--- config.mk ---
export PLATFORM = sky130hd
export DESIGN_NAME = brt_top
export DESIGN_NICKNAME = d
export VERILOG_FILES = /design/src/pkg/brt_pkg.sv /design/src/core/brt_hold_timer.sv /design/src/core/brt_top.sv
export SDC_FILE = /design/constraint.sdc
export NUM_CORES = 1
export LEC_CHECK = 0
export ABC_CLOCK_PERIOD_IN_PS = 2500
export BUFFER_PORTS_ARGS = -buffer_cell sky130_fd_sc_hd__buf_2
export CAP_MARGIN = 0
export CORE_AREA = 2 2 140 142
export CTS_CLUSTER_DIAMETER = 200
export DETAILED_ROUTE_END_ITERATION = 10
export DIE_AREA = 0 0 142 144
export PLACE_DENSITY = 0.69
export SLEW_MARGIN = 20
export SYNTH_ARGS = -nofsm -noshare
export SYNTH_HDL_FRONTEND = slang
export SYNTH_SLANG_ARGS = --single-unit
--- constraint.sdc ---
create_clock -name clock_i -period 2.5 [get_ports clock_i]
set_input_delay 0.75 -clock clock_i [delete_from_list [all_inputs] [get_ports clock_i]]
set_output_delay 0.75 -clock clock_i [all_outputs]
set_load 0.1 [all_outputs]
--- src/pkg/brt_pkg.sv ---
// bit-rate and hold-timing package: register map, field layout, timing types
// assumes a byte-wide register port and a single 200 MHz bus clock
package brt_pkg;

    // register offsets on the plain register port
    localparam logic [7:0] BRT_CFG_OFS    = 8'h00;
    localparam logic [7:0] BRT_CTRL_OFS   = 8'h01;
    localparam logic [7:0] BRT_STATUS_OFS = 8'h02;

    // bit_rate_config field layout
    localparam int BRT_RATE_MULTIPLIER_HI = 7;
    localparam int BRT_RATE_MULTIPLIER_LO = 6;
    localparam int BRT_CODE_HI = 5;
    localparam int BRT_CODE_LO = 0;

    // control register: module_enable_bit position
    localparam int BRT_EN_BIT = 7;

    // status register bit positions
    localparam int BRT_ST_SCL   = 0;
    localparam int BRT_ST_SDAH  = 1;
    localparam int BRT_ST_STAH  = 2;
    localparam int BRT_ST_STOH  = 3;
    localparam int BRT_ST_EN    = 7;

    // reset values
    localparam logic [7:0] BRT_CFG_RST  = 8'h00;
    localparam logic [7:0] BRT_CTRL_RST = 8'h00;

    // rate_multiplier encodings
    localparam logic [1:0] BRT_MUL1 = 2'h0;
    localparam logic [1:0] BRT_MUL2 = 2'h1;
    localparam logic [1:0] BRT_MUL4 = 2'h2;

    // width of every scaled cycle count (4 x 3840 fits)
    localparam int BRT_CW = 14;

    // timing set selected by one clock_rate_code
    typedef struct packed {
        logic [11:0] scl_div;
        logic [9:0]  sda_hold;
        logic [10:0] start_hold;
        logic [10:0] stop_hold;
    } brt_timing_t;

    // register port request as it arrives from software
    typedef struct packed {
        logic [7:0] addr;
        logic [7:0] wdata;
        logic       wr;
        logic       rd;
    } brt_req_t;

endpackage

--- src/core/brt_hold_timer.sv ---
// one-shot cycle timer used for every hold delay
// assumes count_i is stable in the start cycle and is at least 1
`timescale 1ns/100ps

module brt_hold_timer
(
    input  wire logic                       clock_i,
    input  wire logic                       rst_n_i,
    input  wire logic                       clear_i,
    input  wire logic                       start_i,
    input  wire logic [brt_pkg::BRT_CW-1:0] count_i,
    output logic                            busy_o,
    output logic                            done_o
);
    import brt_pkg::*;

    logic [BRT_CW-1:0] cnt_r;
    logic [BRT_CW-1:0] cnt_nxt;
    logic              busy_r;
    logic              busy_nxt;
    logic              done_r;
    logic              done_nxt;

    // done pulses exactly count_i cycles after the start cycle
    always_comb
    begin
        cnt_nxt  = cnt_r;
        busy_nxt = busy_r;
        done_nxt = 1'b0;
        if (clear_i)
        begin
            cnt_nxt  = '0;
            busy_nxt = 1'b0;
        end
        else if (start_i)
        begin
            cnt_nxt  = count_i - BRT_CW'(1);
            busy_nxt = (count_i > BRT_CW'(1));
            done_nxt = (count_i == BRT_CW'(1));
        end
        else if (busy_r)
        begin
            cnt_nxt  = cnt_r - BRT_CW'(1);
            busy_nxt = (cnt_r > BRT_CW'(1));
            done_nxt = (cnt_r == BRT_CW'(1));
        end
    end

    always_ff @(posedge clock_i or negedge rst_n_i)
    begin
        if (!rst_n_i)
        begin
            cnt_r  <= '0;
            busy_r <= 1'b0;
            done_r <= 1'b0;
        end
        else
        begin
            cnt_r  <= cnt_nxt;
            busy_r <= busy_nxt;
            done_r <= done_nxt;
        end
    end

    assign busy_o = busy_r;
    assign done_o = done_r;

endmodule

--- src/core/brt_top.sv ---
// bit-rate and hold-timing generator of a two-wire serial bus controller
// assumes the byte engine drives run/start/stop strobes on clock_i
//
// The placing of the registers and strobed register access were left to the implementer.
`timescale 1ns/100ps

module brt_top
(
    input  wire logic       clock_i,
    input  wire logic       resetn_i,
    input  wire logic [7:0] reg_addr_i,
    input  wire logic [7:0] reg_wdata_i,
    input  wire logic       reg_wr_i,
    input  wire logic       reg_rd_i,
    output logic [7:0]      reg_rdata_o,
    input  wire logic       scl_run_i,
    input  wire logic       start_sda_fell_i,
    input  wire logic       stop_scl_rose_i,
    output logic            scl_o,
    output logic            scl_fall_o,
    output logic            sda_change_o,
    output logic            start_scl_low_o,
    output logic            stop_sda_release_o
);
    import brt_pkg::*;

    // constant table of divider and hold values for all 64 codes
    function automatic brt_timing_t brt_lookup(input logic [5:0] code);
        brt_timing_t t;
        t = '0;
        unique case (code)
            6'h00: t = '{12'd20, 10'd7, 11'd6, 11'd11};
            6'h01: t = '{12'd22, 10'd7, 11'd7, 11'd12};
            6'h02: t = '{12'd24, 10'd8, 11'd8, 11'd13};
            6'h03: t = '{12'd26, 10'd8, 11'd9, 11'd14};
            6'h04: t = '{12'd28, 10'd9, 11'd10, 11'd15};
            6'h05: t = '{12'd30, 10'd9, 11'd11, 11'd16};
            6'h06: t = '{12'd34, 10'd10, 11'd13, 11'd18};
            6'h07: t = '{12'd40, 10'd10, 11'd16, 11'd21};
            6'h08: t = '{12'd28, 10'd7, 11'd10, 11'd15};
            6'h09: t = '{12'd32, 10'd7, 11'd12, 11'd17};
            6'h0A: t = '{12'd36, 10'd9, 11'd14, 11'd19};
            6'h0B: t = '{12'd40, 10'd9, 11'd16, 11'd21};
            6'h0C: t = '{12'd44, 10'd11, 11'd18, 11'd23};
            6'h0D: t = '{12'd48, 10'd11, 11'd20, 11'd25};
            6'h0E: t = '{12'd56, 10'd13, 11'd24, 11'd29};
            6'h0F: t = '{12'd68, 10'd13, 11'd30, 11'd35};
            6'h10: t = '{12'd48, 10'd9, 11'd18, 11'd25};
            6'h11: t = '{12'd56, 10'd9, 11'd22, 11'd29};
            6'h12: t = '{12'd64, 10'd13, 11'd26, 11'd33};
            6'h13: t = '{12'd72, 10'd13, 11'd30, 11'd37};
            6'h14: t = '{12'd80, 10'd17, 11'd34, 11'd41};
            6'h15: t = '{12'd88, 10'd17, 11'd38, 11'd45};
            6'h16: t = '{12'd104, 10'd21, 11'd46, 11'd53};
            6'h17: t = '{12'd128, 10'd21, 11'd58, 11'd65};
            6'h18: t = '{12'd80, 10'd9, 11'd38, 11'd41};
            6'h19: t = '{12'd96, 10'd9, 11'd46, 11'd49};
            6'h1A: t = '{12'd112, 10'd17, 11'd54, 11'd57};
            6'h1B: t = '{12'd128, 10'd17, 11'd62, 11'd65};
            6'h1C: t = '{12'd144, 10'd25, 11'd70, 11'd73};
            6'h1D: t = '{12'd160, 10'd25, 11'd78, 11'd81};
            6'h1E: t = '{12'd192, 10'd33, 11'd94, 11'd97};
            6'h1F: t = '{12'd240, 10'd33, 11'd118, 11'd121};
            6'h20: t = '{12'd160, 10'd17, 11'd78, 11'd81};
            6'h21: t = '{12'd192, 10'd17, 11'd94, 11'd97};
            6'h22: t = '{12'd224, 10'd33, 11'd110, 11'd113};
            6'h23: t = '{12'd256, 10'd33, 11'd126, 11'd129};
            6'h24: t = '{12'd288, 10'd49, 11'd142, 11'd145};
            6'h25: t = '{12'd320, 10'd49, 11'd158, 11'd161};
            6'h26: t = '{12'd384, 10'd65, 11'd190, 11'd193};
            6'h27: t = '{12'd480, 10'd65, 11'd238, 11'd241};
            6'h28: t = '{12'd320, 10'd33, 11'd158, 11'd161};
            6'h29: t = '{12'd384, 10'd33, 11'd190, 11'd193};
            6'h2A: t = '{12'd448, 10'd65, 11'd222, 11'd225};
            6'h2B: t = '{12'd512, 10'd65, 11'd254, 11'd257};
            6'h2C: t = '{12'd576, 10'd97, 11'd286, 11'd289};
            6'h2D: t = '{12'd640, 10'd97, 11'd318, 11'd321};
            6'h2E: t = '{12'd768, 10'd129, 11'd382, 11'd385};
            6'h2F: t = '{12'd960, 10'd129, 11'd478, 11'd481};
            6'h30: t = '{12'd640, 10'd65, 11'd318, 11'd321};
            6'h31: t = '{12'd768, 10'd65, 11'd382, 11'd385};
            6'h32: t = '{12'd896, 10'd129, 11'd446, 11'd449};
            6'h33: t = '{12'd1024, 10'd129, 11'd510, 11'd513};
            6'h34: t = '{12'd1152, 10'd193, 11'd574, 11'd577};
            6'h35: t = '{12'd1280, 10'd193, 11'd638, 11'd641};
            6'h36: t = '{12'd1536, 10'd257, 11'd766, 11'd769};
            6'h37: t = '{12'd1920, 10'd257, 11'd958, 11'd961};
            6'h38: t = '{12'd1280, 10'd129, 11'd638, 11'd641};
            6'h39: t = '{12'd1536, 10'd129, 11'd766, 11'd769};
            6'h3A: t = '{12'd1792, 10'd257, 11'd894, 11'd897};
            6'h3B: t = '{12'd2048, 10'd257, 11'd1022, 11'd1025};
            6'h3C: t = '{12'd2304, 10'd385, 11'd1150, 11'd1153};
            6'h3D: t = '{12'd2560, 10'd385, 11'd1278, 11'd1281};
            6'h3E: t = '{12'd3072, 10'd513, 11'd1534, 11'd1537};
            6'h3F: t = '{12'd3840, 10'd513, 11'd1918, 11'd1921};
        endcase
        return t;
    endfunction

    // scale a table value by the multiplier; reserved code acts as x1
    function automatic logic [BRT_CW-1:0] brt_scale(input logic [11:0] v,
                                                    input logic [1:0]  m);
        logic [BRT_CW-1:0] w;
        w = BRT_CW'(v);
        unique case (m)
            BRT_MUL2: brt_scale = w << 1;
            BRT_MUL4: brt_scale = w << 2;
            default:  brt_scale = w;
        endcase
    endfunction

    logic              rst_sync1_r;
    logic              rst_sync2_r;
    logic              rst_n;
    brt_req_t          req;
    logic [7:0]        cfg_r;
    logic [7:0]        cfg_nxt;
    logic [7:0]        ctrl_r;
    logic [7:0]        ctrl_nxt;
    logic [7:0]        rdata_r;
    logic [7:0]        rdata_nxt;
    logic              enable;
    brt_timing_t       tm;
    logic [BRT_CW-1:0] half_cnt;
    logic [BRT_CW-1:0] sda_cnt;
    logic [BRT_CW-1:0] start_cnt;
    logic [BRT_CW-1:0] stop_cnt;
    logic [BRT_CW-1:0] scl_cnt_r;
    logic [BRT_CW-1:0] scl_cnt_nxt;
    logic              scl_r;
    logic              scl_nxt;
    logic              fall_r;
    logic              fall_nxt;
    logic              sda_busy;
    logic              start_busy;
    logic              stop_busy;

    // reset released through two flops; asserts at once
    always_ff @(posedge clock_i or negedge resetn_i)
    begin
        if (!resetn_i)
        begin
            rst_sync1_r <= 1'b0;
            rst_sync2_r <= 1'b0;
        end
        else
        begin
            rst_sync1_r <= 1'b1;
            rst_sync2_r <= rst_sync1_r;
        end
    end
    assign rst_n = rst_sync2_r;

    assign req = '{reg_addr_i, reg_wdata_i, reg_wr_i, reg_rd_i};

    // decode from the live register so a rewrite takes effect next cycle
    assign enable    = ctrl_r[BRT_EN_BIT];
    assign tm        = brt_lookup(cfg_r[BRT_CODE_HI:BRT_CODE_LO]);
    assign half_cnt  = brt_scale(tm.scl_div, cfg_r[BRT_RATE_MULTIPLIER_HI:BRT_RATE_MULTIPLIER_LO]) >> 1;
    assign sda_cnt   = brt_scale(12'(tm.sda_hold), cfg_r[BRT_RATE_MULTIPLIER_HI:BRT_RATE_MULTIPLIER_LO]);
    assign start_cnt = brt_scale(12'(tm.start_hold), cfg_r[BRT_RATE_MULTIPLIER_HI:BRT_RATE_MULTIPLIER_LO]);
    assign stop_cnt  = brt_scale(12'(tm.stop_hold), cfg_r[BRT_RATE_MULTIPLIER_HI:BRT_RATE_MULTIPLIER_LO]);

    // register writes and one-cycle-late read data
    always_comb
    begin
        cfg_nxt   = cfg_r;
        ctrl_nxt  = ctrl_r;
        rdata_nxt = 8'h00;
        if (req.wr)
        begin
            if (req.addr == BRT_CFG_OFS)
                cfg_nxt = req.wdata;
            if (req.addr == BRT_CTRL_OFS)
                ctrl_nxt = req.wdata & (8'h01 << BRT_EN_BIT);
        end
        if (req.rd)
        begin
            unique case (req.addr)
                BRT_CFG_OFS:    rdata_nxt = cfg_r;
                BRT_CTRL_OFS:   rdata_nxt = ctrl_r;
                BRT_STATUS_OFS:
                begin
                    rdata_nxt[BRT_ST_SCL]  = scl_r;
                    rdata_nxt[BRT_ST_SDAH] = sda_busy;
                    rdata_nxt[BRT_ST_STAH] = start_busy;
                    rdata_nxt[BRT_ST_STOH] = stop_busy;
                    rdata_nxt[BRT_ST_EN]   = enable;
                end
                default:        rdata_nxt = 8'h00; // unmapped reads zero
            endcase
        end
    end

    always_ff @(posedge clock_i or negedge rst_n)
    begin
        if (!rst_n)
        begin
            cfg_r   <= BRT_CFG_RST;
            ctrl_r  <= BRT_CTRL_RST;
            rdata_r <= 8'h00;
        end
        else
        begin
            cfg_r   <= cfg_nxt;
            ctrl_r  <= ctrl_nxt;
            rdata_r <= rdata_nxt;
        end
    end

    // scl generator: each half period is half of mul x divider cycles
    always_comb
    begin
        scl_cnt_nxt = scl_cnt_r;
        scl_nxt     = scl_r;
        fall_nxt    = 1'b0;
        if (!enable || !scl_run_i)
        begin
            scl_cnt_nxt = half_cnt - BRT_CW'(1);
            scl_nxt     = 1'b1; // idle bus keeps scl released high
        end
        else if (scl_cnt_r == '0)
        begin
            scl_cnt_nxt = half_cnt - BRT_CW'(1);
            scl_nxt     = !scl_r;
            fall_nxt    = scl_r;
        end
        else
            scl_cnt_nxt = scl_cnt_r - BRT_CW'(1);
    end

    always_ff @(posedge clock_i or negedge rst_n)
    begin
        if (!rst_n)
        begin
            scl_cnt_r <= '0;
            scl_r     <= 1'b1;
            fall_r    <= 1'b0;
        end
        else
        begin
            scl_cnt_r <= scl_cnt_nxt;
            scl_r     <= scl_nxt;
            fall_r    <= fall_nxt;
        end
    end

    // sda hold runs from our own scl falling edge
    brt_hold_timer u_sda_hold
    (
        .clock_i (clock_i),
        .rst_n_i (rst_n),
        .clear_i (!enable),
        .start_i (fall_r && enable),
        .count_i (sda_cnt),
        .busy_o  (sda_busy),
        .done_o  (sda_change_o)
    );

    // start hold: scl stays high until this expires
    brt_hold_timer u_start_hold
    (
        .clock_i (clock_i),
        .rst_n_i (rst_n),
        .clear_i (!enable),
        .start_i (start_sda_fell_i && enable),
        .count_i (start_cnt),
        .busy_o  (start_busy),
        .done_o  (start_scl_low_o)
    );

    // stop hold: sda released when this expires
    brt_hold_timer u_stop_hold
    (
        .clock_i (clock_i),
        .rst_n_i (rst_n),
        .clear_i (!enable),
        .start_i (stop_scl_rose_i && enable),
        .count_i (stop_cnt),
        .busy_o  (stop_busy),
        .done_o  (stop_sda_release_o)
    );

    assign reg_rdata_o = rdata_r;
    assign scl_o       = scl_r;
    assign scl_fall_o  = fall_r;

endmodule

# Word level (Yosys, flattened, before mapping)
# Memories as Yosys holds them, arrays and structs flattened.
# Index checks and enable logic that the tools add are counted.
dict set report op_classes {
  n_lt_le_gt_ge 6
  mux 41
  n_addsub 8
  n_reduce_logical 13
  eq_ne 13
}
# operator n
set ops {}
lappend ops {{14-bit 2-to-1 mux} 11}
lappend ops {{14-bit by 1-bit subtractor with 14-bit output (second input constant)} 4}
lappend ops {{13-bit case mux with 2 select lines} 2}
lappend ops {{14-bit by 1-bit == test with 1-bit output (second input constant)} 3}
lappend ops {{14-bit by 1-bit > comparator with 1-bit output (second input constant)} 3}
lappend ops {{13-bit by 1-bit subtractor with 14-bit output (second input constant)} 3}
lappend ops {{14-bit case mux with 2 select lines} 1}
lappend ops {{13-bit by 1-bit == test with 1-bit output (second input constant)} 2}
lappend ops {{13-bit by 1-bit > comparator with 1-bit output (second input constant)} 2}
lappend ops {{12-bit case mux with 2 select lines} 1}
lappend ops {{1-bit 2-to-1 mux} 22}
lappend ops {{14-bit zero test} 1}
lappend ops {{12-bit by 1-bit subtractor with 13-bit output (second input constant)} 1}
lappend ops {{12-bit by 1-bit == test with 1-bit output (second input constant)} 1}
lappend ops {{12-bit by 1-bit > comparator with 1-bit output (second input constant)} 1}
lappend ops {{3-bit by 1-bit inequality test with 1-bit output (second input constant)} 3}
lappend ops {{8-bit by 1-bit == test with 1-bit output (second input constant)} 1}
lappend ops {{8-bit by 2-bit == test with 1-bit output (second input constant)} 1}
lappend ops {{8-bit zero test} 1}
lappend ops {{8-bit 2-to-1 mux} 1}
lappend ops {{4-bit case mux with 2 select lines} 1}
lappend ops {{2-bit AND reduction} 2}
lappend ops {{1-bit logical AND} 3}
lappend ops {{1-bit zero test} 3}
lappend ops {{7 further kinds} 7}
dict set report word_totals {
  n_memories 1
  elab_cells 99
  register_bits 83
  inputBits 23
  romBits 2752
}
# name words word_bits read_ports rd_ports_with_merged_regs wr line
set mem_list {}
lappend mem_list {{(name not given)} 64 43 1 0 0 brt_top.sv:31} ;# unique case (code)

# Longest topological paths before layout
# Gate-level depths: netlist of the first run.
dict set report logic_depth {
  word_depth 5
  depth_mapped 15
  ltp_nobuf 13
}

# Cells and area by module
# From an unflattened synthesis of the first run, not the netlist that was laid out.
dict set report hier_totals {
  hier_cells 915
  area_unflattened_um2 7541.0
}
# mod area_each_um2 cells_each seq_area_each_um2 n_inst
set modules_own_cells {}
lappend modules_own_cells {brt_top 3798.6 501 877.1 1}
lappend modules_own_cells {brt_hold_timer 1247.4 138 400.4 3}

# Least setup slack after synthesis of the first run
# No wires, ideal clock.
dict set report synth_timing {
  path_kind {reg2reg}
  startpoint {register cfg_r[6]}
  endpoint {register u_sda_hold.cnt_r[10]}
  period_less_slack_ns 3.356
  arrival_ns 3.219
  path_slack_ns -0.856
  setup_ns 0.138
  n_path_buf 6
  path_stages_with_launch 16
  path_cell_list {dfrtp_1 inv_1 ha_1 buf_2 buf_1 clkbuf_1 clkbuf_1 buf_1 a22oi_1 ha_1 o221a_2 and4_1 clkbuf_1 nand4_1 mux2i_1 a211oi_1}
}
dict set report synth_between {
  elab_chain_cells 5
  elab_cells_between_ends 6
  classes_between {add/sub (1); eq/ne (2); mux (3)}
}
# element line
set synth_lines {}
lappend synth_lines {{start: declaration} brt_top.sv:116} ;# logic [7:0] cfg_r;
lappend synth_lines {{start signal: assignment} brt_top.sv:205} ;# cfg_r <= cfg_nxt;
lappend synth_lines {{2-bit == test / 2-bit by 1-bit == test with 1-bit output (equally long branches)} brt_top.sv:105} ;# unique case (m)
lappend synth_lines {{12-bit case mux with 2 select lines *} brt_top.sv:105}
lappend synth_lines {{12-bit by 1-bit subtractor with 13-bit output *} brt_hold_timer.sv:37} ;# cnt_nxt = count_i - BRT_CW'(1);
lappend synth_lines {{14-bit 2-to-1 mux *} brt_hold_timer.sv:35} ;# else if (start_i)
lappend synth_lines {{14-bit 2-to-1 mux *} brt_hold_timer.sv:30} ;# if (clear_i)
lappend synth_lines {{end signal: assignment} brt_hold_timer.sv:59} ;# cnt_r <= cnt_nxt;
lappend synth_lines {{end: declaration} brt_hold_timer.sv:17} ;# logic [BRT_CW-1:0] cnt_r;
# Every way passes the cells marked *; elsewhere a longest branch is shown, timed or not.
# A chain may end at the register's enable or synchronous reset.

# Worst setup path in the final report of the first run
dict set report layout_timing {
  startpoint {register cfg_r[1]}
  endpoint {register scl_cnt_r[11]}
}
dict set report layout_between {
  elab_chain_cells 5
}
# element line
set layout_lines {}
lappend layout_lines {{memory 64 x 43 bit *} n/a}
lappend layout_lines {{14-bit case mux with 2 select lines *} brt_top.sv:105}
lappend layout_lines {{13-bit by 1-bit subtractor with 14-bit output *} {brt_top.sv:219, brt_top.sv:224}}
lappend layout_lines {{14-bit 2-to-1 mux} brt_top.sv:222} ;# else if (scl_cnt_r == '0)
lappend layout_lines {{14-bit 2-to-1 mux *} brt_top.sv:217} ;# if (!enable || !scl_run_i)
lappend layout_lines {{named net scl_cnt_nxt[11]} brt_top.sv:129} ;# logic [BRT_CW-1:0] scl_cnt_nxt;
lappend layout_lines {{end signal: assignment} brt_top.sv:242} ;# scl_cnt_r <= scl_cnt_nxt;
lappend layout_lines {{end: declaration} brt_top.sv:128} ;# logic [BRT_CW-1:0] scl_cnt_r;
# The timed path passes the listed nets; every way through them passes the cells marked *.

==> results of run 1 <==
[cell type report]
type / count / area [um2]
repair buffers: 281 / 2210
multi-input cells: 728 / 6281
fillers: 1495 / 7810
clock inverters: 3 / 15.01
flip-flops and latches: 83 / 2085
clock buffers: 12 / 246.5
well taps: 238 / 297.8
inverters: 32 / 135.1
[cells in the mapped netlist, drive strengths merged, types with 14 or more instances]
master and number:
a211oi 14, nor4 20, nand2 80, clkbuf 34, a221oi 15, ha 27, a21oi 43, buf 24
mux2i 15, mux2 19, inv 29, xnor2 34, nor2 80, o22ai 15, nand3 32, xor2 34
o21ai 59, nor3 30, nand2b 16, dfrtp 82
[metrics by stage]
| step | worst slack (ns) | total power, mW | hold slack, ns | setup TNS (ns) | instance area, um2 |
|---|---|---|---|---|---|
| after detailed placement | -0.5542 | 2.968 | 0.3412 | -15.55 | 9439 |
| after CTS | -0.4038 | 4.466 | 0.1565 | -9.219 | 10540 |
| after global routing | -0.6255 | 4.973 | 0.1506 | -17.47 | 11270 |
| after floorplan | -0.4593 | 2.429 | 0.3312 | -9.457 | 7804 |
| after global placement | -0.4911 | 2.944 | 0.3421 | -12.22 | 9439 |
| final | -0.5487 | 4.744 | 0.1591 | -12.63 | 11270 |
[worst paths after layout]
| path | start | to | slack [ns] | cells after the start |
|---|---|---|---|---|
| min in group clock_i | rst_sync1_r | rst_n | 0.35 | 0 |
| max in group asynchronous | rst_n | u_stop_hold.cnt_r[0] | 1.39 | 1 |
| setup / recovery | cfg_r[1] | scl_cnt_r[11] | -0.55 | 11 |
| setup reg to reg | cfg_r[1] | scl_cnt_r[11] | -0.55 | 11 |
| hold reg to reg | rst_sync1_r | rst_n | 0.35 | 0 |
| hold / removal | resetn_i | rst_n | 0.16 | 1 |
[kinds of logic after synthesis]
group,count (synthesis),share of synthesized area
mux,35,0.05267
compound gates,256,0.2485
xor+xnor,68,0.08059
fa+ha+maj,27,0.04514
flops,83,0.2777
buf+inv,90,0.05651
simple gates,341,0.2384
other cells,1,0.0005011
[what timing repair did]
| action | 4_1_cts | 5_1_grt |
|---|---|---|
| setup buffers | 32 | 29 |
| pin swaps | 69 | 79 |
| gates resized for setup | 138 | 122 |
| endpoints found under the setup margin | 50 | 53 |
[flip-flops by register name, summed over array words and instances, names as in the netlist]
signal,flops
scl_cnt_r,14
u_sda_hold.cnt_r,14
u_start_hold.cnt_r,14
u_stop_hold.cnt_r,14
cfg_r,8
reg_rdata_o,8
ctrl_r,1
rst_n,1
rst_sync1_r,1
scl_fall_o,1
scl_o,1
u_sda_hold.busy_o,1
u_sda_hold.done_o,1
u_start_hold.busy_o,1
u_start_hold.done_o,1
u_stop_hold.busy_o,1
u_stop_hold.done_o,1
[per-layer routing]
metal,wire length [um],track usage
met5,0,0
met4,1185,0.1189
met3,1640,0.03576
met2,12680,0.4114
met1,10790,0.3124
[power groups by stage]
stage	registers, mW	clock network [mW]	logic, mW
floorplan	1.50	0	0.933
global placement	1.51	0	1.44
detailed placement	1.51	0	1.46
CTS	1.49	1.26	1.72
global route	1.50	1.31	2.15
finish	1.49	1.24	2.01
==> results.md, run 1 <==
* Clk pwr share at 0.261
* CP bufs+invs at 2
* Cell Rows at between 50 and 60
* Post-detail-place hpwl at 17.40 mm
* Cts hold-fix bufs at 0
* Vias/cell at 5.993
* Diode count at 0
* Final Hold Fails at 0
* Gr usage total at 0.2457
* Nets at between 1,000 and 1,500
* Synth area leader: dfrtp_1
* Worst-path maximum fanout at 9
* Worst-Skew Late Latency at roughly 0.36 ns
* Req. time, crit path at approximately 2.7 ns
* Critical-path top delay cell: dfrtp_1
* Tmin final at ~3.0 ns
* CTS tree: built
* Die width at about 140 um
* Layout Skew at ~0.0093 ns
* Initial Util at 0.3922
* Synthesized flop and latch total at 83
* I/O pins at 36
* Crit path max-delay family: compound AO/OA/AOI/OAI gates
* Die H at 144 um
* Final Max Slew Viols at 0
* Hold Path Class: input pin to asynchronous set/reset pin
* Cell Chain, Critical Path: buf_4 > buf_6 > ha_1 > mux2i_1 > and3_1 > nor4_4 > a221oi_2 > o2111ai_4 > nor3_4 > a31oi_1 > o31a_1
* Num CTS Buffers at 9
* Syn avg cell area at about 8.3 um2
* Crit end category: flop
* Slew @ Worst Pin at roughly 0.72 ns
* CP peak stage delay at approximately 0.42 ns
* Worst slew margin at 0.5181
* Synth top area share at 0.2742
* Area grow syn2layout at 50.59%
* Static Leak at 4.833 nW
* Main synth FF type: dfrtp_1
* Critical Path AT at 3.29 ns
* CTS clk-pin slew, worst paths at about 0.060 ns
* Setup WS post-layout at -0.5487 ns
* PortBufs at 35
* Die area at 0.02045 mm2
* Cell area after synthesis at roughly 0.0075 mm2
* Async set-or-reset flop fraction in the synthesized netlist at 1.000
* Final worst path period share at 1.219
* Crit Path Class: flop to flop
* Layout cells sized above 1 at 0.4618
* Sw Ratio at 0.3562
* Number of global-route vias before repair at between 7,000 and 8,000
* Avg WL per Cell at 19.10 um
* Post-Syn Instances at between 900 and 1,000
* Floorplan core area at between 0.015 and 0.02 mm2
* CP Launch Type: flop
* Final GP Congestion at about 0.96
* Initial antenna violation count at 0
* Post-synth cell types at 97
* First-pass GRT wire length at between 40 and 50 mm
* Switching power at around 1.7 mW
* Combinational share of power at 0.424
* Initial DRT Pass Iterations at 5
* Mapped Nets at around 950
* Post-synth EDFFs at 0
* Initial DRC Count at 760
* Worst IR Drop VDD at slightly below 400 uV
* Max cap viols at 0
* Largest net degree at the start of global routing at between 40 and 50
* RSZ-0062 raised after global routing: true
* Outcome: complete, but fails checks
* Root Driver: clkbuf_16
* Syn. warnings at 0
* Int Pwr at between 3 and 4 mW
* Failing checks: negative setup slack
* Routed Antenna Nets at 0
* Most frequent cells in the layout: 203 x buf_4, 79 x dfrtp_1, 69 x nor2_1
* Seq pwr share at 0.314
* WL final at approximately 26 mm
* Setup Viol. Count Final at between 40 and 50
* Core Util, Final at 0.5907
* Synth area leaders: dfrtp_1 27%, ha_1 4.5%, xnor2_1 4.0%
* CTS max path bufs at 2
* Vias at between 8,000 and 9,000
* Placed cells at about 1,300
* CTS sink cnt at between 80 and 90
* Sequential element share of the synthesized area at 0.2777
* CTS H-tree depth at 3
* Non-Filler Instances at around 1,400
* PD cells at between 400 and 500 mW/mm2
* Maximum clock rate at 328.0 MHz
* Commonest non-fill, non-tap cell in the layout: buf_4
* DRC viols at 0
* Overflow after GRT at 0
Note: power is estimated with default switching activity, not from simulation.
==> run 2, diff against run 1 <==
- CORE_AREA: 2 2 140 142 -> 2 2 107 187
- DIE_AREA: 0 0 142 144 -> 0 0 109 189
- PLACE_DENSITY: 0.69 -> 0.68
- SYNTH_HIERARCHICAL: unset -> 1
==> results.md, run 2 <==
* Most instantiated cells after synthesis: 107 x nor2_1, 82 x dfrtp_1, 69 x nand2_1
* Crit end category: flop
* Cell area after synthesis at around 0.0075 mm2
* Seq pwr share at 0.306
* Overflow after GRT at 0
* Tmin final at 3.203 ns
* Syn avg cell area at approximately 8.2 um2
* Syn. warnings at 6
* Largest net degree at the start of global routing at 56
* Layout cells sized above 1 at 0.4537
* Clk pwr share at 0.213
* Worst-Skew Late Latency at approximately 0.36 ns
* PortBufs at 35
* Final Hold Fails at 0
* Commonest non-fill, non-tap cell in the layout: buf_4
* Avg WL per Cell at 18.85 um
* First-pass GRT wire length at approximately 41 mm
* Vias/cell at roughly 5.8
* Die area at slightly above 0.02 mm2
* Worst-path maximum fanout at 10
* Power Total at around 6.6 mW
* Die H at ~190 um
* Root Driver: clkbuf_16
* Final Max Slew Viols at 0
* Switching power at roughly 2.7 mW
* Synth area leaders: dfrtp_1 27%, xor2_1 5.3%, nor2_1 5.3%
* WL final at between 20 and 30 mm
* Most frequent cells in the layout: 214 x buf_4, 83 x nor2_1, 78 x dfrtp_1
* Area grow syn2layout at 51.88%
* Cell Rows at 67
* Nets at 1,232
* Met2 routed wirelength at ~14 mm
* I/O pins at 36
* CTS max path bufs at 2
* Routed Antenna Nets at 0
* Main synth FF type: dfrtp_1
* Post-synth cell types at between 80 and 90
* Synth area leader: dfrtp_1
* DRC viols at 0
* Initial antenna violation count at 0
* Post-detail-place hpwl at just under 20 mm
* Vias at between 8,000 and 9,000
* Failing checks: negative setup slack
* Slew @ Worst Pin at roughly 0.73 ns
* CTS sink cnt at 83
* Int Pwr at roughly 4.0 mW
* Floorplan core area at 0.01903 mm2
* Crit Path Class: flop to flop
* Post-Syn Instances at just over 900
* Post-synth EDFFs at 0
* Most common cell in the synthesized netlist: nor2_1
* Initial Util at 0.3963
* Hold_ws at 0.1529 ns
* Async set-or-reset flop fraction in the synthesized netlist at 1.000
* Hold Path Class: input pin to asynchronous set/reset pin
* Setup tns final at -21.99 ns
* Req. time, crit path at around 2.8 ns
* Final GP Congestion at ~0.93
* CTS H-tree depth at 3
* PD cells at about 580 mW/mm2
* Initial DRC Count at between 400 and 500
* Metal-1 WL at just under 10 mm
* Static Leak at 4.879 nW
* Setup WS post-layout at -0.7031 ns
* Outcome: complete, but fails checks
* Max cap viols at 0
* Sequential element share of the synthesized area at 0.2756
* Metal3 WL at around 980 um
* Synth top area share at 0.2721
* Synthesized flop and latch total at 83
* CTS tree: built
* Gr usage total at 0.2537
* Diode count at 0
* Top layer used by detailed routing: met4
* Worst slew margin at 0.5124
* CTS clk-pin slew, worst paths at ~0.070 ns
* Non-Filler Instances at 1,429
* CP Launch Type: flop
* Maximum clock rate at 312.2 MHz
* Cts hold-fix bufs at 0
* Critical Path AT at between 3 and 4 ns
* Number of global-route vias before repair at 8,339
* Initial DRT Pass Iterations at 5
* Combinational share of power at 0.481
* Setup Viol. Count Final at between 50 and 60
* Layout Skew at 0.01063 ns
* Core Util, Final at 0.6019
* Worst IR Drop VDD at approximately 390 uV
* Num CTS Buffers at 9
* Die width at 109 um
* Final worst path period share at 1.281
* RSZ-0062 raised after global routing: true
* Placed cells at roughly 1,400
* Sw Ratio at 0.4000
run 2: logic make-up (layout without fill, tap and decap cells):
kind of cell / after synthesis / count (layout) / share of synthesized area
fa+ha+maj: 26 / 26 / 0.04314
simple gates: 384 / 384 / 0.2834
xor+xnor: 82 / 82 / 0.09524
buf+inv: 90 / 349 / 0.05393
flops: 83 / 83 / 0.2756
compound gates: 218 / 219 / 0.2054
mux: 30 / 30 / 0.04231
other cells: 2 / 15 / 0.0009959
run 2: cell type report:
type / count / area (um2)
clock buffers: 9 / 225.2
clock inverters: 7 / 81.33
fillers: 1546 / 7576
inverters: 37 / 153.9
multi-input cells: 756 / 6198
flip-flops and latches: 83 / 2086
well taps: 241 / 301.5
repair buffers: 296 / 2407
run 2: metal layers:
metal | up-vias | track usage
met5 | - | 0
met4 | 0 | 0.1366
met3 | 94 | 0.02926
met2 | 235 | 0.4639
met1 | 4058 | 0.2771
li1 | 3919 | -
run 2: through the flow:
step	setup WS, ns	area [um2]
6_report	-0.7031	11450
5_1_grt	-0.8256	11450
4_1_cts	-0.6324	10690
3_5_place_dp	-0.7041	9736
3_3_place_gp	-0.6762	9736
2_1_floorplan	-0.6296	7834
run 2: power by group through the flow:
stage,combinational (mW),sequential (mW),clock (mW)
2_1_floorplan,1.75,1.95,0
3_3_place_gp,2.53,2.03,0
3_5_place_dp,2.57,2.03,0
4_1_cts,2.82,2.01,1.44
5_1_grt,3.45,2.07,1.51
6_report,3.20,2.03,1.42
run 2: path summary, 6_finish.rpt:
check | from | end | slack, ns | depth (start not counted)
max in group asynchronous | rst_n | scl_o | 1.55 | 1
worst min-delay path | resetn_i | rst_n | 0.15 | 1
worst max-delay path | cfg_r[1] | u_start_hold/done_o | -0.70 | 12
min in group clock_i | rst_sync1_r | rst_n | 0.36 | 0
worst min register to register | rst_n | cfg_r[5] | 0.26 | 0
worst max register to register | cfg_r[1] | u_start_hold/done_o | -0.70 | 12
run 2: what timing repair did:
action / in CTS / in global routing
cloned: 1 / 1
buffers inserted: 21 / 27
resized for setup: 112 / 128
endpoints found under the setup margin: 56 / 60
pin swaps: 49 / 72
run 2: worst max-delay path, cell delays in order, from the launching register on:
cell and delay [ns]:
dfrtp_2 0.46, buf_6 0.17, ha_4 0.18, mux2i_2 0.18, buf_4 0.15, a21oi_1 0.06, o21ai_1 0.21, nand2_1 0.13
a221oi_2 0.31, nor2_2 0.09, or4_4 0.57, or4_4 0.50, a21oi_2 0.12
==> run 3, diff against run 2 <==
- CORE_AREA: 2 2 107 187 -> 2 2 90 158
- DIE_AREA: 0 0 109 189 -> 0 0 92 160
- MAX_ROUTING_LAYER: unset -> met4
- PLACE_DENSITY: 0.68 -> 0.88
==> results.md, run 3 <==
* Outcome: stopped before the end
* Fail Step: global routing
* Err: [ERROR GRT-0232] Routing congestion too high. Check the congestion heatmap in the GUI.
* Most common cell in the synthesized netlist: nor2_1
* Overflow after GRT at 77
* Most instantiated cells after synthesis: 107 x nor2_1, 82 x dfrtp_1, 69 x nand2_1
* Synth area leaders: dfrtp_1 27%, xor2_1 5.3%, nor2_1 5.3%
* Post-detail-place hpwl at between 15 and 20 mm
* Die H at ~160 um
* CTS max path bufs at 2
* Synth area leader: dfrtp_1
* Cell area after synthesis at roughly 0.0075 mm2
* CTS H-tree depth at 3
* Cell Rows at 57
* Worst EP post-GRT repair: u_stop_hold/done_o$_DFF_PN0_/D
* Die width at 92 um
* Worst EP kind: register data pin
* Post-synth EDFFs at 0
* I/O pins at 36
* Post-synth cell types at roughly 80
* Initial Util at 0.5565
* Sequential element share of the synthesized area at 0.2756
* Root Driver: clkbuf_16
* Synthesized flop and latch total at 83
* PortBufs at 35
* Num CTS Buffers at 9
* Synth top area share at 0.2721
* Largest net degree at the start of global routing at between 40 and 50
* Syn avg cell area at between 8 and 9 um2
* Async set-or-reset flop fraction in the synthesized netlist at 1.000
* Post-Syn Instances at between 900 and 1,000
* Syn. warnings at 6
* Cts hold-fix bufs at 0
* CTS sink cnt at 83
* Final GP Congestion at between 1 and 1.5
* Main synth FF type: dfrtp_1
* Gr usage total at 0.8152
-- run 3: cell counts after synthesis --
No cell type changed its count.
-- run 3: kinds of logic after synthesis --
kind of cell / share of synthesized area
XOR/XNOR: 0.09524
other: 0.0009959
AO/OA/AOI/OAI: 0.2054
AND/OR/NAND/NOR: 0.2834
buffers and inverters: 0.05393
adder cells (fa/ha/maj): 0.04314
multiplexers: 0.04231
flip-flops: 0.2756
-- run 3: layer usage --
layer  overflow  track usage
met1          1       0.8038
met5          -            -
met3          0       0.6325
met2         39       0.9499
met4         37       0.8304
-- run 3: what timing repair did --
item | in CTS
gates resized for setup | 202
pin swaps | 88
buffers inserted | 58
setup endpoints to repair | 58
cloned | 0
-- run 3: stage by stage --
step | setup WS [ns] | hold slack (ns) | cell area, um2 | std cells
3_5_place_dp | -0.7590 | 0.3260 | 9625 | 1306
3_3_place_gp | -0.6100 | 0.3198 | 9625 | 1306
2_1_floorplan | -0.6296 | 0.3312 | 7834 | 928
4_1_cts | -0.6936 | 0.1619 | 11270 | 1378
==> run 4, diff against run 3 <==
- ABC_CLOCK_PERIOD_IN_PS: 2500 -> 3200
- CORE_AREA: 2 2 90 158 -> 2 2 141 143
- CTS_CLUSTER_DIAMETER: 200 -> unset
- DIE_AREA: 0 0 92 160 -> 0 0 143 145
- MAX_ROUTING_LAYER: met4 -> unset
- PLACE_DENSITY: 0.88 -> unset
- PLACE_DENSITY_LB_ADDON: unset -> 0.15
- clock period: 2.5 -> 3.2 ns (I/O delays scaled with it)
==> results.md, run 4 (synthesized netlist as in run 2, its figures left out) <==
* Final GP Congestion at about 0.9
* CTS clk-pin slew, worst paths at around 0.070 ns
* First-pass GRT wire length at 35.87 mm
* Initial Util at 0.3926
* Cts hold-fix bufs at 0
* Die area at about 0.021 mm2
* CTS sink cnt at 83
* Clk pwr share at 0.225
* Req. time, crit path at roughly 3.5 ns
* Crit end category: flop
* Int Pwr at about 2.7 mW
* Routed Antenna Nets at 0
* Design area at around 0.0095 mm2
* CTS max path bufs at 2
* Nets at 1,090
* Switching power at 1.788 mW
* Final Hold Fails at 0
* Seq pwr share at 0.352
* Most frequent cells in the layout: 110 x buf_4, 102 x nor2_1, 79 x dfrtp_1
* Die H at ~150 um
* CP Launch Type: flop
* Floorplan core area at 0.01921 mm2
* Die width at around 140 um
* Overflow after GRT at 0
* Sw Ratio at 0.3960
* DRC viols at 0
* Worst-path maximum fanout at 5
* Avg WL per Cell at 17.12 um
* Outcome: complete, no violations
* Num CTS Buffers at 9
* Power Total at roughly 4.5 mW
* Slew @ Worst Pin at around 0.86 ns
* Maximum clock rate at roughly 320 MHz
* Layout cells sized above 1 at 0.2696
* RSZ-0062 raised after global routing: true
* Number of global-route vias before repair at approximately 6,700
* PortBufs at 35
* Worst IR Drop VDD at ~320 uV
* Combinational share of power at 0.423
* Static Leak at around 4.0 nW
* Layout Skew at about 0.0085 ns
* Hold Path Class: flop to asynchronous set/reset pin
* Worst slew margin at 0.4189
* Area grow syn2layout at 26.22%
* Crit Path Class: flop to flop
* Vias/cell at roughly 5.6
* Final Max Slew Viols at 0
* CTS tree: built
* I/O pins at 36
* Core Util, Final at 0.4955
* Initial DRC Count at 659
* Tmin final at around 3.1 ns
* PD cells at 474.3 mW/mm2
* Initial DRT Pass Iterations at 5
* Post-detail-place hpwl at 16.62 mm
* WL final at around 22 mm
* Setup Viol. Count Final at 0
* Final worst path period share at 0.9794
* Diode count at 0
* Root Driver: clkbuf_16
* Cell Area, Placed at about 0.0087 mm2
* Cell Rows at just over 50
* Commonest non-fill, non-tap cell in the layout: buf_4
* CTS H-tree depth at 3
* Worst-Skew Late Latency at about 0.35 ns
* Vias at 7,351
* Critical Path AT at between 3 and 4 ns
* Max cap viols at 0
* Initial antenna violation count at 0
* Largest net degree at the start of global routing at 79
* Gr usage total at 0.2144
-- run 4: area by class of cell --
class | instances | area, um2
clock buffers | 13 | 260.3
repair buffers | 155 | 1187
flip-flops and latches | 83 | 2085
fillers | 1871 | 9689
multi-input cells | 755 | 5492
inverters | 37 | 141.4
well taps | 265 | 331.6
clock inverters | 3 | 21.27
-- run 4: power by group through the flow --
stage,logic (mW),clock network (mW),registers (mW)
floorplan,1.33,0,1.52
global placement,1.76,0,1.60
detailed placement,1.76,0,1.61
CTS,1.77,1.05,1.59
global route,2.11,1.10,1.63
finish,1.91,1.02,1.59
-- run 4: path summary, 6_finish.rpt --
path,startpoint,end,slack (ns),depth (start not counted)
worst min register to register,rst_n,cfg_r[0],0.29,0
worst max register to register,cfg_r[0],u_start_hold/done_o,0.07,12
worst max-delay path,cfg_r[0],u_start_hold/done_o,0.07,12
min in group clock_i,rst_sync1_r,rst_n,0.35,0
max in group asynchronous,rst_n,u_sda_hold/cnt_r[4],2.17,2
worst min-delay path,rst_n,cfg_r[0],0.29,0
-- run 4: per-stage QoR --
step	instances	setup WS [ns]	hold WS [ns]	TNS (ns)
global placement	1273	-0.03069	0.3348	-0.06060
finish	1311	0.06586	0.2930	0
global route	1311	-0.04090	0.3446	-0.2920
detailed placement	1273	-0.01985	0.3395	-0.01985
floorplan	928	-0.01023	0.3312	-0.01023
CTS	1289	0.0002431	0.3549	0
-- run 4: metal layers --
layer	up-vias	part of all wire	wire length, um	GRT usage
met4	0	0.012	261	0.04554
met5	-	0	0	0
li1	3645	-	-	-
met2	201	0.43	9589	0.3139
met3	15	0.055	1229	0.02937
met1	3490	0.51	11360	0.3328
-- run 4: what timing repair did --
action | CTS | global route
pin swaps | 2 | 40
endpoints found under the setup margin | 4 | 27
resized for setup | 3 | 67
hold endpoints to repair | 0 | 0
gates cloned | 0 | 1
buffers inserted | 0 | 20
-- run 4: critical path, cell delays in order, from the launching register on --
cell,delay [ns]
dfrtp_1,0.40
inv_2,0.09
ha_4,0.31
mux2i_4,0.09
buf_12,0.14
buf_6,0.11
mux2i_4,0.21
nand2_2,0.13
a221oi_2,0.26
nor2_2,0.08
or4_4,0.56
or4_4,0.51
a21oi_2,0.14
